File: src/hw/framer_pkg.sv
/*
  Shared constants, field codes and carriers for the slave-side
  RTU framer. Assumes a 25 MHz clock and a byte-level receiver.
*/
// How it works
// [RULE_01] address byte 0..247, zero means broadcast
// [RULE_02] master uses 1..247 to address one slave
// [RULE_03] response opens with the query's address
// [RULE_04] function code is one byte, 1..255
// [RULE_05] unsupported function code gives error response
// [RULE_06] normal response echoes the function code
// [RULE_07] error response sends function code plus 80
// [RULE_08] read holding registers: never broadcast
// [RULE_09] single register write: addressed or broadcast
// [RULE_10] diagnostics check: never broadcast
// [RULE_11] multiple register write: addressed or broadcast
// [RULE_12] access log read: never broadcast
// [RULE_13] data field length depends on function
// [RULE_14] every message ends in two CRC bytes
// [RULE_15] CRC low byte first, then high byte
// [RULE_16] receiver recomputes CRC, mismatch is error
// [RULE_17] read reaches all holding register contents
// [RULE_18] frames bounded by 3.5 characters of silence
// [RULE_19] no answer to receive, framing or CRC error
// [RULE_20] broadcast executes but never answers
// [RULE_21] CRC init FFFF, reflected poly A001, LSB first
package framer_pkg;
  localparam logic [7:0]  ADDR_BCAST = 8'h00;
  localparam logic [7:0]  ADDR_MAX   = 8'hF7;
  localparam logic [7:0]  FC_READ    = 8'h03;
  localparam logic [7:0]  FC_WRITE1  = 8'h06;
  localparam logic [7:0]  FC_DIAG    = 8'h08;
  localparam logic [7:0]  FC_WRITEN  = 8'h10;
  localparam logic [7:0]  FC_LOG     = 8'h46;
  localparam logic [7:0]  FC_ERR_BIT = 8'h80;
  localparam logic [15:0] CRC_INIT   = 16'hFFFF;
  localparam logic [15:0] CRC_POLY   = 16'hA001;
  // one character at 19200 bit/s, 11 bits, in ns
  localparam int CLK_NS  = 40;
  localparam int CHAR_NS = 572917;
  localparam int GAP_X10 = 35;
  localparam int GAP_NS  = CHAR_NS * GAP_X10 / 10;
  localparam int GAP_CYCLES_DEF = (GAP_NS + CLK_NS - 1) / CLK_NS;
  localparam int CNT_W = 20;

  typedef struct packed {
    logic [7:0] addr;
    logic [7:0] func;
    logic       bcast;
  } hdr_type;

  typedef struct packed {
    logic    done;
    logic    exec;
    logic    drop;
    logic    respond;
    logic    err_resp;
    hdr_type hdr;
  } verdict_type;

  function automatic logic fc_known(input logic [7:0] f);
    return (f == FC_READ) || (f == FC_WRITE1) || (f == FC_DIAG)
        || (f == FC_WRITEN) || (f == FC_LOG); // [RULE_05] [RULE_17]
  endfunction

  function automatic logic fc_bcast_ok(input logic [7:0] f);
    return (f == FC_WRITE1) || (f == FC_WRITEN); // [RULE_09] [RULE_11]
  endfunction
endpackage

File: src/hw/pair_buffer.sv
/*
  Small valid/ready FIFO, two words by default.
  Assumes both sides run on clk; out_data is read combinationally from the stored words.
*/
`timescale 1ns/1ns
`default_nettype none
module pair_buffer #(
  parameter int W     = 8, // word width
  parameter int DEPTH = 2  // number of words
) (
  input  wire logic         clk,       // clock
  input  wire logic         srst,      // sync reset, high
  input  wire logic         in_valid,  // word offered
  output logic              in_ready,  // room for a word
  input  wire logic [W-1:0] in_data,   // word in
  output logic              out_valid, // word held
  input  wire logic         out_ready, // sink takes word
  output logic [W-1:0]      out_data   // oldest word
);
  localparam int AW = (DEPTH > 1) ? $clog2(DEPTH) : 1;
  localparam logic [AW:0]   FULL  = (AW + 1)'(DEPTH);
  localparam logic [AW-1:0] LASTP = AW'(DEPTH - 1);

  typedef struct packed {
    logic [DEPTH-1:0][W-1:0] mem;
    logic [AW-1:0]           wp;
    logic [AW-1:0]           rp;
    logic [AW:0]             cnt;
  } buf_type;

  buf_type b_r;
  buf_type b_nxt;
  logic    push;
  logic    pop;

  assign in_ready  = b_r.cnt != FULL;
  assign out_valid = b_r.cnt != '0;
  assign out_data  = b_r.mem[b_r.rp];
  assign push      = in_valid & in_ready;
  assign pop       = out_valid & out_ready;

  always_comb begin
    b_nxt = b_r;
    if (push) begin
      b_nxt.mem[b_r.wp] = in_data;
      b_nxt.wp = (b_r.wp == LASTP) ? '0 : AW'(b_r.wp + 1'b1);
    end
    if (pop) begin
      b_nxt.rp = (b_r.rp == LASTP) ? '0 : AW'(b_r.rp + 1'b1);
    end
    if (push && !pop) begin
      b_nxt.cnt = (AW + 1)'(b_r.cnt + 1'b1);
    end else if (pop && !push) begin
      b_nxt.cnt = (AW + 1)'(b_r.cnt - 1'b1);
    end
  end

  always_ff @(posedge clk) begin
    if (srst) begin
      b_r <= '0;
    end else begin
      b_r <= b_nxt;
    end
  end
endmodule
`default_nettype wire

File: src/hw/modbus_rtu_slave_framer.sv
/*
  Slave-side RTU framer: finds frames by line silence, checks
  station, function code and CRC, streams the data field and
  queues the response header bytes for the transmitter.
  Assumes a byte receiver on clk that pulses rx_valid once per
  character, and a transmitter that drains tx_valid/tx_data.
*/
`timescale 1ns/1ns
`default_nettype none
module modbus_rtu_slave_framer #(
  parameter int GAP_CYCLES = framer_pkg::GAP_CYCLES_DEF // silence
) (
  input  wire logic               clk,      // 25 MHz clock
  input  wire logic               srst,     // sync reset, high
  input  wire logic [7:0]         station_number_setting, // own id
  input  wire logic               rx_valid, // byte received
  input  wire logic [7:0]         rx_data,  // received byte
  input  wire logic               rx_err,   // parity or framing
  output logic                    pay_valid, // data field byte
  output logic [7:0]              pay_data,  // data byte
  output framer_pkg::verdict_type verdict,   // end-of-frame result
  output logic                    tx_valid,  // header byte ready
  output logic [7:0]              tx_data,   // header byte
  input  wire logic               tx_ready   // transmitter takes
);
  import framer_pkg::*;

  localparam logic [CNT_W-1:0] GAP_LAST = CNT_W'(GAP_CYCLES - 1);

  typedef enum logic [3:0] {
    S_IDLE = 4'h1,
    S_RECV = 4'h2,
    S_ADDR = 4'h4,
    S_FUNC = 4'h8
  } fsm_type;

  typedef struct packed {
    fsm_type          fsm;
    logic [CNT_W-1:0] cnt;
    logic             armed;
    logic [1:0]       held;
    logic [7:0]       w_old;
    logic [7:0]       w_new;
    logic [1:0]       nout;
    logic [15:0]      crc;
    logic             bad;
    logic             err;
    logic             pay_v;
    logic [7:0]       pay_d;
    verdict_type      vd;
  } st_type;

  localparam st_type ST_RESET = '{fsm: S_IDLE, default: '0};

  st_type     st_r;
  st_type     st_nxt;
  logic       bc;
  logic       mine;
  logic       len_ok;
  logic       crc_ok;
  logic       good;
  logic       take;
  logic       known;
  logic       exec;
  logic       quiet;
  logic       frame_end;
  logic       push_v;
  logic       push_rdy;
  logic [7:0] push_d;

  function automatic logic [15:0] crc_step(
    input logic [15:0] c,
    input logic [7:0]  b
  );
    logic [15:0] x;
    x = c ^ {8'h00, b};
    for (int i = 0; i < 8; i++) begin
      x = x[0] ? ((x >> 1) ^ CRC_POLY) : (x >> 1); // [RULE_21]
    end
    return x;
  endfunction

  // verdict terms, valid in the cycle the closing gap completes
  assign bc = st_r.vd.hdr.addr == ADDR_BCAST; // [RULE_01]
  assign mine = (st_r.vd.hdr.addr == station_number_setting)
              & (station_number_setting != ADDR_BCAST)
              & (st_r.vd.hdr.addr <= ADDR_MAX); // [RULE_01]
  // shorter than address, function and two check bytes: drop
  assign len_ok = (st_r.held == 2'h2) & (st_r.nout == 2'h2);
  // older window byte is the low half of the check word
  assign crc_ok = st_r.crc == {st_r.w_new, st_r.w_old}; // [RULE_15]
  assign good = len_ok & crc_ok & !st_r.bad; // [RULE_16] [RULE_19]
  assign take = good & (bc | mine);
  assign known = fc_known(st_r.vd.hdr.func); // [RULE_04] [RULE_05]
  // reads, diagnostics and log reads are not run on broadcast
  assign exec = take & known
              & (!bc | fc_bcast_ok(st_r.vd.hdr.func)); // [RULE_08] [RULE_10] [RULE_12]
  assign quiet = !rx_valid & (st_r.cnt == GAP_LAST); // [RULE_18]
  assign frame_end = (st_r.fsm == S_RECV) & quiet;

  always_comb begin
    st_nxt = st_r;
    st_nxt.vd.done = 1'b0;
    st_nxt.vd.exec = 1'b0;
    st_nxt.vd.drop = 1'b0;
    st_nxt.vd.respond = 1'b0;
    st_nxt.vd.err_resp = 1'b0;
    st_nxt.pay_v = 1'b0;
    push_v = 1'b0;
    push_d = st_r.vd.hdr.addr;
    if (rx_valid) begin
      st_nxt.cnt = '0;
    end else if (st_r.cnt != GAP_LAST) begin
      st_nxt.cnt = CNT_W'(st_r.cnt + 1'b1);
    end
    unique case (st_r.fsm)
      S_IDLE: begin
        if (rx_valid) begin
          st_nxt.fsm = S_RECV;
          st_nxt.w_new = rx_data;
          st_nxt.held = 2'h1;
          st_nxt.nout = 2'h0;
          st_nxt.crc = CRC_INIT; // [RULE_21]
          st_nxt.vd.hdr = '0;
          // no full gap before the first byte: not a frame start
          st_nxt.bad = rx_err | !st_r.armed; // [RULE_18] [RULE_19]
        end else if (quiet) begin
          st_nxt.armed = 1'b1;
        end
      end
      S_RECV: begin
        if (rx_valid) begin
          st_nxt.bad = st_r.bad | rx_err; // [RULE_19]
          // last two bytes stay held back: they may be the check
          st_nxt.w_old = st_r.w_new; // [RULE_14]
          st_nxt.w_new = rx_data;
          if (st_r.held == 2'h2) begin
            st_nxt.crc = crc_step(st_r.crc, st_r.w_old); // [RULE_16]
            unique case (st_r.nout)
              2'h0: begin
                st_nxt.vd.hdr.addr = st_r.w_old;
                st_nxt.nout = 2'h1;
              end
              2'h1: begin
                st_nxt.vd.hdr.func = st_r.w_old;
                st_nxt.nout = 2'h2;
              end
              default: begin
                st_nxt.pay_v = 1'b1; // [RULE_13]
                st_nxt.pay_d = st_r.w_old;
              end
            endcase
          end else begin
            st_nxt.held = 2'(st_r.held + 1'b1);
          end
        end else if (quiet) begin
          st_nxt.armed = 1'b1;
          st_nxt.vd.done = 1'b1;
          st_nxt.vd.hdr.bcast = bc;
          st_nxt.vd.exec = exec; // [RULE_09] [RULE_11]
          st_nxt.vd.drop = !take; // [RULE_19]
          st_nxt.vd.respond = take & !bc; // [RULE_20]
          st_nxt.vd.err_resp = take & !bc & !known; // [RULE_05]
          st_nxt.err = take & !bc & !known;
          st_nxt.fsm = (take & !bc) ? S_ADDR : S_IDLE; // [RULE_20]
        end
      end
      S_ADDR: begin
        push_v = 1'b1;
        push_d = st_r.vd.hdr.addr; // [RULE_03]
        if (push_rdy) begin
          st_nxt.fsm = S_FUNC;
        end
        // half duplex: talk-over means the next frame start is unsure
        if (rx_valid) begin
          st_nxt.armed = 1'b0;
        end
      end
      S_FUNC: begin
        push_v = 1'b1;
        if (st_r.err) begin
          push_d = st_r.vd.hdr.func | FC_ERR_BIT; // [RULE_07]
        end else begin
          push_d = st_r.vd.hdr.func; // [RULE_06]
        end
        if (push_rdy) begin
          st_nxt.fsm = S_IDLE;
        end
        if (rx_valid) begin
          st_nxt.armed = 1'b0;
        end
      end
    endcase
  end

  always_ff @(posedge clk) begin
    if (srst) begin
      st_r <= ST_RESET;
    end else begin
      st_r <= st_nxt;
    end
  end

  assign pay_valid = st_r.pay_v;
  assign pay_data  = st_r.pay_d;
  assign verdict   = st_r.vd;

  // header bytes wait here so a slow transmitter loses nothing
  pair_buffer #(
    .W     (8),
    .DEPTH (2)
  ) u_txq (
    .clk       (clk),
    .srst      (srst),
    .in_valid  (push_v),
    .in_ready  (push_rdy),
    .in_data   (push_d),
    .out_valid (tx_valid),
    .out_ready (tx_ready),
    .out_data  (tx_data)
  );
endmodule
`default_nettype wire

File: config.mk
export PLATFORM = sky130hd
export DESIGN_NAME = modbus_rtu_slave_framer
export DESIGN_NICKNAME = d
export VERILOG_FILES = /design/src/hw/framer_pkg.sv /design/src/hw/pair_buffer.sv /design/src/hw/modbus_rtu_slave_framer.sv
export SDC_FILE = /design/constraint.sdc
export NUM_CORES = 1
export LEC_CHECK = 0
export BUFFER_PORTS_ARGS = -buffer_cell sky130_fd_sc_hd__buf_2
export CAP_MARGIN = 20
export CORE_ASPECT_RATIO = 1.5
export CORE_UTILIZATION = 55
export CTS_CLUSTER_SIZE = 14
export DETAILED_ROUTE_END_ITERATION = 6
export GPL_TIMING_DRIVEN = 0
export PLACE_DENSITY = 0.73
export SETUP_SLACK_MARGIN = 0.05
export SLEW_MARGIN = 25
export SYNTH_ARGS = -nofsm -noshare
export SYNTH_HDL_FRONTEND = slang
export SYNTH_SLANG_ARGS = --single-unit
File: constraint.sdc
create_clock -name clk -period 2.2 [get_ports clk]
set_input_delay 0.22 -clock clk [delete_from_list [all_inputs] [get_ports clk]]
set_output_delay 0.22 -clock clk [all_outputs]
set_load 0.05 [all_outputs]
# == Word-level counts from Yosys, hierarchy flattened ==
# Cells that the tools add are included.
# classes
shift,0
bitwise,31
mul,0
n_reduce_logical,41
magnitude_cmp,4
n_div,0
addsub,6
muxes,49
eq_ne,31
# ops
operator,count
2-to-1 mux 16 bit,10
2-to-1 mux 8 bit,7
case mux 27 bit (2 select lines),1
2-to-1 mux 37 bit,1
case mux 17 bit (2 select lines),1
2-to-1 mux 27 bit,1
NOT 2 -> 3 bit,8
adder 20 x 1 -> 20 bit (second input constant),1
equality test 20 x 16 -> 1 bit (second input constant),1
2-to-1 mux 4 bit,5
!= test 20 x 16 -> 1 bit (second input constant),1
AND reduction 5 bit,4
2-to-1 mux 18 bit,1
2-to-1 mux 17 bit,1
bitwise mux 16 bit,1
equality test 16 bit,1
case mux 4 bit (4 select lines),1
AND reduction 4 bit,4
bitwise XOR 16 x 8 -> 16 bit,1
!= test 2 x 1 -> 1 bit (second input constant),7
!= test 2 bit (second input constant),7
AND 1 bit,13
2-to-1 mux 9 bit,1
AND reduction 3 bit,3
other kinds (39),80
# word_totals
memories,0
output_inout_bits,40
word_cells,187
mem_bits_ro,0
ramBits,0
register_bits,114
latchBits,0

# == Longest topological paths before layout ==
# Gate-level depths: netlist of the first run.
# logic_depth
ltp_word,20
mapped_depth,8
ltp_nobuf,8

# == Cells and area by module ==
# Synthesis of the first run repeated with hierarchy kept, for this count alone.
# unflattened
hier_cells,629
hier_area_um2,5620.4
# modules_own_cells
module,area_per_inst_um2,n_inst,cells_per_inst
modbus_rtu_slave_framer,4649.5,1,528
pair_buffer,970.9,1,101

# == Worst setup path before layout of the first run ==
# Ideal clock, no wire load.
# synth_path
kind,flip-flop to flip-flop
from,register st_r[60] (netlist bit)
to,register st_r[33] (netlist bit)
slack_ns,0.291
stages_incl_launch_ff,7
n_path_buf,0
arrival_ns,1.823
path_cell_list,dfxtp_1 xnor2_1 ha_1 xnor2_1 xnor3_1 xnor3_1 a211oi_1
# synth_between
elab_chain_cells,13
# synth_lines
item,line,text
"start, declared",modbus_rtu_slave_framer.sv:55,st_type st_r;
"start signal, assigned",modbus_rtu_slave_framer.sv:200,st_r <= st_nxt;
bitwise XOR 16 x 8 -> 16 bit (*),modbus_rtu_slave_framer.sv:76,"x = c ^ {8'h00, b};"
NOT 2 -> 3 bit (no source line),--,
2-to-1 mux 16 bit (*) (8 in series),modbus_rtu_slave_framer.sv:78,x = x[0] ? ((x >> 1) ^ CRC_POLY) : (x >> 1);
2-to-1 mux 18 bit (*),modbus_rtu_slave_framer.sv:137,if (st_r.held == 2'h2) begin
2-to-1 mux 37 bit (*),modbus_rtu_slave_framer.sv:132,if (rx_valid) begin
case mux 27 bit (2 select lines) (*),modbus_rtu_slave_framer.sv:116,unique case (st_r.fsm)
# Every way passes the cells marked *; elsewhere a longest branch is shown, timed or not. The select of a mux whose other input is x is not followed.
# A chain may end at the register's enable or synchronous reset.

# == Worst setup path after layout of the first run ==
# Same ends and word-level chain as after synthesis.

==> metrics, run 1 <==
crit path launch=st_r[60]; CTS sink count=114; ys async rst share=0%; DR iter-0 viols=292; vias in the first global route=4,663; post-route cell area=6610 µm²; buffer depth of the longest clock path=2; setup violators final=0; first-pass detailed-route iteration total=7; Int Power=4.299 mW; CORE AREA=9744 µm²; max-cap viol count=0; combinational power share=9.5%; Worst Setup Start Kind=register; Initial Utilization=56.70%; Final #Nets=738; period utilisation layout=96.12%; total negative setup slack=0 ns; die extent in x=83.84 µm; Synth warnings=0; CTS tree=done; Root Buffer=clkbuf_16; worst hold start=rx_data[4]; I/O pins=61; worst endpoint data arrival time=2.43 ns; leakage power=2.718 nW; Final Max Tran Viols=0; first-pass GRT wire length=22,180 µm; RSZ-0062 raised after global routing=true; CTS clk-pin slew, worst paths=0.05 ns; via count=4,738; #FFs+latches synth=114; VDD IR-drop max=0.6205 mV; HP Class=input port to register; reg2reg start=st_r[60]; total CTS buffers=17; Power Dens Cells=848.0 nW/µm²; Post-Syn Area=5525 µm²; GRT overflow=0; syn avg cell area=8.756 µm²; Psw=1.307 mW; Tightest Pin Transition=1.049 ns; layout cells sized above 1=22.05%; kind of critical path=register to register; Port Buffers=58; GP Congestion=0.8651; number of synthesized flops with an enable pin=0; Net Sw Frac=23.31%; Tmin final=2.115 ns; wire per inst=16.31 µm; P&R area growth vs syn=19.63%; total global-route track usage=27.01%; Cell Area, Placed=5959 µm²; die area=10,460 µm²; Vias per Instance=5.667; syn_nets=660; final count of hold timing violations=0; chip height=124.8 µm; hpwl dp=9774 µm; post-route ant nets=0; Core Rows=44; Worst slew margin=29.08%; Max Fclk=472.9 MHz; clock network power share=51.5%; Post-synth top flop=dfxtp_1; WL final=13,640 µm; critical path peak fanout=4; initial antenna violation count=0; Synth Instances=631; skew final=0.006087 ns; worst path required time=2.51 ns; ant diodes=0; crit end category=register; Seq pwr share=39.0%; Clk Latency, worst-skew pair=0.41 ns; failing checks=DRC; outcome=finished with violations; pin count of the biggest net entering global routing=17; library cells used by synthesis=60; fill cell count=786; # DRC=8; register area share after synthesis=41.30%; H-tree depth=4
[metrics by stage]
step	worst slack (ns)	util [%]	power [mW]	hold slack [ns]	cells
6_report	0.08526	67.84	5.605	0.04396	836
5_1_grt	0.01773	67.84	5.773	0.06142	836
4_1_cts	0.05680	67.66	5.612	0.04071	835
3_5_place_dp	-0.01055	61.16	2.744	0.4503	804
3_3_place_gp	0.03614	61.16	2.726	0.4451	804
2_1_floorplan	0.2913	-	2.613	0.3523	631
[sequential cells by signal, summed over array words and instances (netlist names)]
name and cells:
pay_valid 1, st_r 63, verdict 22, pay_data 8
u_txq.b_r 20
[path summary, 6_finish.rpt]
check,cells after the start,endpoint,slack [ns]
hold reg to reg,2,pay_data[6],0.45
setup reg to reg,6,st_r[33],0.09
hold / removal,3,st_r[55],0.04
setup / recovery,6,st_r[33],0.09
[critical path: stages (launching register included)]
cell and delay (ns):
dfxtp_2 0.37, xnor2_2 0.17, ha_1 0.35, xnor2_1 0.17, xnor3_2 0.48, xnor3_1 0.21, a211oi_1 0.27
[cell type report]
cell class,instances,area (µm²),area share [%]
buffer,63,371.6,5.622
inverter,12,45.04,0.6814
tap,115,143.9,2.177
clock buffer,20,456.7,6.909
multi-input combinational,442,2850,43.12
timing repair buffer,59,297.8,4.505
sequential,114,2285,34.56
clock inverter,11,160.2,2.423
[routing by layer]
layer | track usage, % | vias to the layer above | wire length (µm)
met4 | 14.71 | 0 | 452
met2 | 48.31 | 130 | 7183
li1 | - | 2310 | -
met1 | 29.39 | 2267 | 5456
met5 | 0 | - | 0
met3 | 5.567 | 31 | 546
[kinds of logic (layout without fill, tap and decap cells)]
logic type	count (synthesis)	in the layout	share of synthesized area (%)
AND/OR/NAND/NOR	252	252	22.98
flip-flops	114	114	41.30
AO/OA/AOI/OAI	90	90	10.08
buffers and inverters	75	165	7.518
XOR/XNOR	52	52	8.877
multiplexers	40	40	7.428
adder cells (fa/ha/maj)	8	8	1.812
[power groups by stage]
stage / clock (mW) / sequential, mW / combinational, mW
CTS: 2.90 / 2.18 / 0.524
global placement: 0 / 2.22 / 0.504
finish: 2.88 / 2.19 / 0.535
global route: 3.00 / 2.19 / 0.585
floorplan: 0 / 2.21 / 0.405
detailed placement: 0 / 2.23 / 0.518
[cells in the final DEF, fill, tap and decap left out, types with 8 or more instances in the layout]
master | Yosys | final
xnor2_1 | 21 | 19
ha_1 | 8 | 8
dfxtp_1 | 114 | 112
a21oi_1 | 41 | 41
and2_1 | 10 | 10
nor4_1 | 9 | 9
clkbuf_16 | 0 | 17
clkbuf_1 | 19 | 19
nand2_1 | 39 | 39
inv_1 | 12 | 12
nand3_1 | 28 | 28
mux2_2 | 8 | 8
xor2_1 | 28 | 28
o22ai_1 | 12 | 12
buf_2 | 11 | 69
buf_4 | 30 | 31
a211oi_1 | 15 | 15
nand4_1 | 8 | 8
nor2_1 | 103 | 103
mux2i_1 | 32 | 32
[cells in the mapped netlist (3+ instances only)]
library cell / count / area share, %
a211oi_1: 15 / 2.0
a21oi_1: 41 / 3.7
and2_1: 10 / 1.1
and3_1: 3 / 0.34
and4_1: 3 / 0.48
buf_2: 11 / 1.0
buf_4: 30 / 4.1
clkbuf_1: 19 / 1.3
dfxtp_1: 114 / 41
ha_1: 8 / 1.8
inv_1: 12 / 0.82
mux2_2: 8 / 1.6
mux2i_1: 32 / 5.8
nand2_1: 39 / 2.6
nand2b_1: 7 / 0.79
nand3_1: 28 / 2.5
nand3b_1: 3 / 0.41
nand4_1: 8 / 0.91
nor2_1: 103 / 7.0
nor3_1: 7 / 0.63
nor4_1: 9 / 1.0
nor4b_1: 3 / 0.48
o21ai_0: 6 / 0.54
o22ai_1: 12 / 1.4
or2_2: 3 / 0.34
or3_1: 6 / 0.68
xnor2_1: 21 / 3.3
xor2_1: 28 / 4.4
[what timing repair did]
| action | 4_1_cts | 5_1_grt |
|---|---|---|
| gates resized for setup | 3 | 5 |
| hold buffers | 0 | 0 |
| pin swaps | 0 | 3 |
| setup endpoints to repair | 1 | 15 |
| setup buffers | 0 | 1 |
Note: power is estimated with default switching activity, not from simulation.
==> inputs of run 2 (changes only) <==
Settings changed: CORE_MARGIN set to 2, CORE_UTILIZATION 55 to 42, PLACE_DENSITY 0.73 to 0.57.
Clock period 2.2 ns to 2.63 ns, I/O delays scaled along.
==> metrics, run 2 (synthesis gave the netlist of run 1 again) <==
Power Dens Cells=731.2 nW/µm² (-14%); Core Rows=51 (+16%); H-tree depth=4 (unchanged); Hold Path Stages=3 (unchanged); outcome=complete, no violations; total CTS buffers=17 (unchanged); crit-path cells=xnor2_1 > ha_1 > xnor2_1 > xnor3_1 > xnor3_1 > a211oi_1; Initial Utilization=42.87% (-14 points); worst hold start=rx_data[3]; CTS sink count=114 (unchanged); HP Class=input port to register; period utilisation layout=84.93% (-11 points); reg2reg end=st_r[33]; commonest non-fill, non-tap cell in the layout=dfxtp_1; post-route cell area=6698 µm² (+1.3%); CTS tree=done; I/O pins=61 (unchanged); die extent in x=97.65 µm (+16%); Clk Latency, worst-skew pair=0.41 ns (about the same); Largest stage delay, worst path=0.47 ns (about the same); initial antenna violation count=0 (unchanged); max reg flops=63 (unchanged); Root Buffer=clkbuf_16; post-route ant nets=0 (unchanged); max-cap viol count=0 (unchanged); Overall Power=4.897 mW (-13%); reg2reg start=st_r[60]; Post-CTS Hold Buffers=0 (unchanged); most frequent cells in the layout=dfxtp_1, nor2_1, buf_2; Final #Nets=737 (-0.14%); DP Cell Count=848 (+5.5%); critical path peak fanout=4 (unchanged); Post-CTS Resized=0 (-3); P&R area growth vs syn=21.22%; first-pass detailed-route iteration total=4 (-3); die area=14,110 µm² (+35%); layout cells sized above 1=21.36% (-0.69 points); Tightest Pin Transition=1.052 ns (+0.002997 ns); chip height=144.5 µm (+16%); Tmin final=2.234 ns (+0.1188 ns); ant diodes=0 (unchanged); kind of critical path=register to register; WHS Endpoint=st_r[54]; GRT overflow=0 (unchanged); R2R setup slack=0.40 ns (+0.31 ns); leakage power=2.730 nW (+0.44%); hpwl dp=10,530 µm (+7.7%); Setup Fix Bufs, Post-CTS=0 (unchanged); Max Fclk=447.7 MHz (-5.3%); Final Max Tran Viols=0 (unchanged); buffer depth of the longest clock path=2 (unchanged); CP top delay family=XOR/XNOR gates; DR iter-0 viols=168 (-42%); Layout Cells excl Fill=880 (+5.3%); total negative setup slack=0 ns (unchanged); WL final=13,860 µm (+1.6%); Port Buffers=58 (unchanged); crit end category=register; vias in the first global route=4,667 (+0.086%); CP max-delay cell=xnor3_1; Critical path buffers and inverters=0 (unchanged); setup violators final=0 (unchanged); CTS clk-pin slew, worst paths=0.05 ns (about the same); worst endpoint data arrival time=2.55 ns (+0.12 ns); Biggest register=st_r; pin count of the biggest net entering global routing=17 (unchanged); Worst slew margin=28.88% (-0.20 points); VDD IR-drop max=0.3614 mV (-42%); first-pass GRT wire length=22,830 µm (+2.9%); RSZ-0062 raised after global routing=false; worst path required time=2.95 ns (+0.44 ns); Worst R2R Path Depth=6 (unchanged); CORE AREA=12,890 µm² (+32%); # DRC=0 (-8); wire per inst=15.74 µm (-3.5%); Cell Area, Placed=6015 µm² (+0.92%); fin util=51.96% (-16 points); final count of hold timing violations=0 (unchanged); Worst Setup Start Kind=register; GP Congestion=0.9134 (+5.6%); skew final=0.006895 ns (+0.0008073 ns); via count=4,613 (-2.6%); total global-route track usage=20.40% (-6.6 points); Vias per Instance=5.242 (-7.5%)
-- run 2: worst max-delay path by stage --
stage	slack [ns]	from	depth (start not counted)	endpoint
floorplan	0.72	st_r[60]	6	st_r[33]
global placement	0.42	st_r[60]	6	st_r[33]
detailed placement	0.39	st_r[60]	6	st_r[33]
CTS	0.38	st_r[60]	6	st_r[33]
global route	0.31	st_r[60]	6	st_r[33]
finish	0.40	st_r[60]	6	st_r[33]
-- run 2: worst register-to-register path: stages, from the launching register on --
cell and delay (ns):
dfxtp_1 0.40, xnor2_1 0.35, ha_1 0.33, xnor2_1 0.17
xnor3_1 0.47, xnor3_1 0.21, a211oi_1 0.23
-- run 2: final cells by class --
cell class | count | area (µm²)
plain buffers | 63 | 370.4
clock buffers | 19 | 452.9
clock inverters | 13 | 230.2
fillers | 1260 | 6192
inverters | 12 | 45.04
multi-input cells | 442 | 2828
flip-flops and latches | 114 | 2282
well taps | 159 | 198.9
repair buffers | 58 | 290.3
-- run 2: metal layers --
metal  global-route usage (%)  vias to the layer above  wire, µm  part of all wire, %
met3                    3.963                       35       407                  2.9
met1                    22.39                     2173      5703                   41
met5                        0                        -         0                    0
met2                    36.62                       89      7160                   52
li1                         -                     2316         -                    -
met4                    11.84                        0       584                  4.2
-- run 2: per-stage QoR --
step           hold slack, ns  worst slack, ns
6_report              0.09163           0.3964
3_5_place_dp           0.4485           0.3882
2_1_floorplan          0.3953           0.7213
4_1_cts               0.08140           0.3783
3_3_place_gp           0.4508           0.4219
5_1_grt               0.09659           0.3076
-- run 2: power by group --
group	internal [mW]	switching (mW)	leakage (nW)	total, mW
Combinational	0.192	0.241	1.48	0.433
Sequential	1.78	0.0478	0.924	1.83
Clock	1.83	0.810	0.326	2.64
==> inputs of run 3 (changes only) <==
Clock period 2.63 ns to 2.1 ns, I/O delays scaled along.
==> metrics, run 3 (synthesis gave the netlist of run 1 again) <==
Core Rows=51 (unchanged); R2R setup slack=0.16 ns (-0.24 ns); total global-route track usage=20.41% (about the same); reg2reg start=st_r[93]; Max Fclk=515.2 MHz (+15%); layout cells sized above 1=25.24% (+3.9 points); Port Buffers=58 (unchanged); period utilisation layout=92.44% (+7.5 points); Worst R2R Path Depth=4 (-2); Clk Latency, worst-skew pair=0.41 ns (about the same); Tightest Pin Transition=1.051 ns (-0.0006293 ns); H-tree depth=4 (unchanged); Tmin final=1.941 ns (-0.2924 ns); CTS clk-pin slew, worst paths=0.05 ns (about the same); post-route cell area=6834 µm² (+2.0%); worst path required time=2.39 ns (-0.56 ns); ant diodes=0 (unchanged); Initial Utilization=42.87% (unchanged); first-pass detailed-route iteration total=4 (unchanged); Biggest register=st_r; crit end category=register; VDD IR-drop max=0.4542 mV (+26%); chip height=144.5 µm (unchanged); Final #Nets=741 (+0.54%); Cell Area, Placed=6015 µm² (unchanged); kind of critical path=register to register; RSZ-0062 raised after global routing=true; max reg flops=63 (unchanged); total CTS buffers=17 (unchanged); worst hold start=rx_data[3]; hpwl dp=10,530 µm (unchanged); GP Congestion=0.9134 (unchanged); Overall Power=6.156 mW (+26%); reg2reg end=st_r[32]; WL final=14,010 µm (+1.1%); skew final=0.006406 ns (-0.0004885 ns); Power Dens Cells=900.8 nW/µm² (+23%); Vias per Instance=5.266 (+0.45%); die area=14,110 µm² (unchanged); P&R area growth vs syn=23.69%; fin util=53.02% (+1.1 points); HP Class=input port to register; vias in the first global route=4,675 (+0.17%); final count of hold timing violations=0 (unchanged); max-cap viol count=0 (unchanged); Worst slew margin=28.92% (+0.043 points); Final Max Tran Viols=0 (unchanged); setup violators final=0 (unchanged); I/O pins=61 (unchanged); initial antenna violation count=0 (unchanged); GRT overflow=0 (unchanged); worst endpoint data arrival time=2.23 ns (-0.32 ns); most frequent cells in the layout=dfxtp_1, nor2_1, buf_2; leakage power=2.789 nW (+2.2%); outcome=complete, no violations; # DRC=0 (unchanged); Root Buffer=clkbuf_16; wire per inst=15.85 µm (+0.65%); CTS tree=done; buffer depth of the longest clock path=2 (unchanged); Hold Path Stages=3 (unchanged); total negative setup slack=0 ns (unchanged); WHS Endpoint=st_r[54]; via count=4,655 (+0.91%); die extent in x=97.65 µm (unchanged); commonest non-fill, non-tap cell in the layout=dfxtp_1; pin count of the biggest net entering global routing=17 (unchanged); Min Hold Slack=0.03463 ns (-0.05699 ns); DR iter-0 viols=188 (+12%); critical path peak fanout=8 (+4); Worst Setup Start Kind=register; post-route ant nets=0 (unchanged); CORE AREA=12,890 µm² (unchanged); CTS sink count=114 (unchanged); first-pass GRT wire length=22,830 µm (about the same)
-- run 3: routing by layer --
| metal | share of wire [%] | up-vias | GRT usage (%) |
|---|---|---|---|
| li1 | - | 2324 | - |
| met1 | 41 | 2199 | 22.39 |
| met2 | 52 | 90 | 36.70 |
| met3 | 2.8 | 42 | 3.963 |
| met4 | 4.5 | 0 | 11.77 |
| met5 | 0 | - | 0 |
-- run 3: critical path, stage by stage (launching register included) --
cell     delay (ns)
dfxtp_1        0.29
buf_2          0.17
nor4b_1        0.92
a22oi_1        0.15
o31a_1         0.30
-- run 3: worst max path at each step --
stage,startpoint,end,slack (ns),depth (start not counted)
after global placement,st_r[60],st_r[33],-0.11,6
after floorplan,st_r[60],st_r[33],0.19,6
after CTS,st_r[60],st_r[33],0.06,6
after detailed placement,st_r[60],st_r[33],-0.14,6
final,st_r[93],st_r[32],0.16,4
after global routing,st_r[93],st_r[47],0.007,7
-- run 3: layout make-up --
class                   instances  area (µm²)
fillers                      1245        6056
repair buffers                 62       320.3
inverters                      12       45.04
plain buffers                  63       376.6
well taps                     159       198.9
flip-flops and latches        114        2296
clock inverters                13       230.2
clock buffers                  19       452.9
multi-input cells             442        2914
-- run 3: stage by stage --
stage	worst slack (ns)	cells
after floorplan	0.1913	631
after global placement	-0.1081	848
after detailed placement	-0.1418	848
after CTS	0.06093	880
after global routing	0.006990	884
final	0.1588	884
-- run 3: power breakdown --
| group | switching [mW] | internal (mW) | total [mW] |
|---|---|---|---|
| combinational | 0.307 | 0.251 | 0.558 |
| sequential | 0.0647 | 2.23 | 2.29 |
| clock | 1.02 | 2.29 | 3.31 |
| total | 1.39 | 4.77 | 6.16 |
-- run 3: what timing repair did --
item,in CTS,in global routing
pin swaps,1,7
hold buffers,0,0
setup buffers,0,4
setup endpoints to repair,3,33
resized for setup,8,26
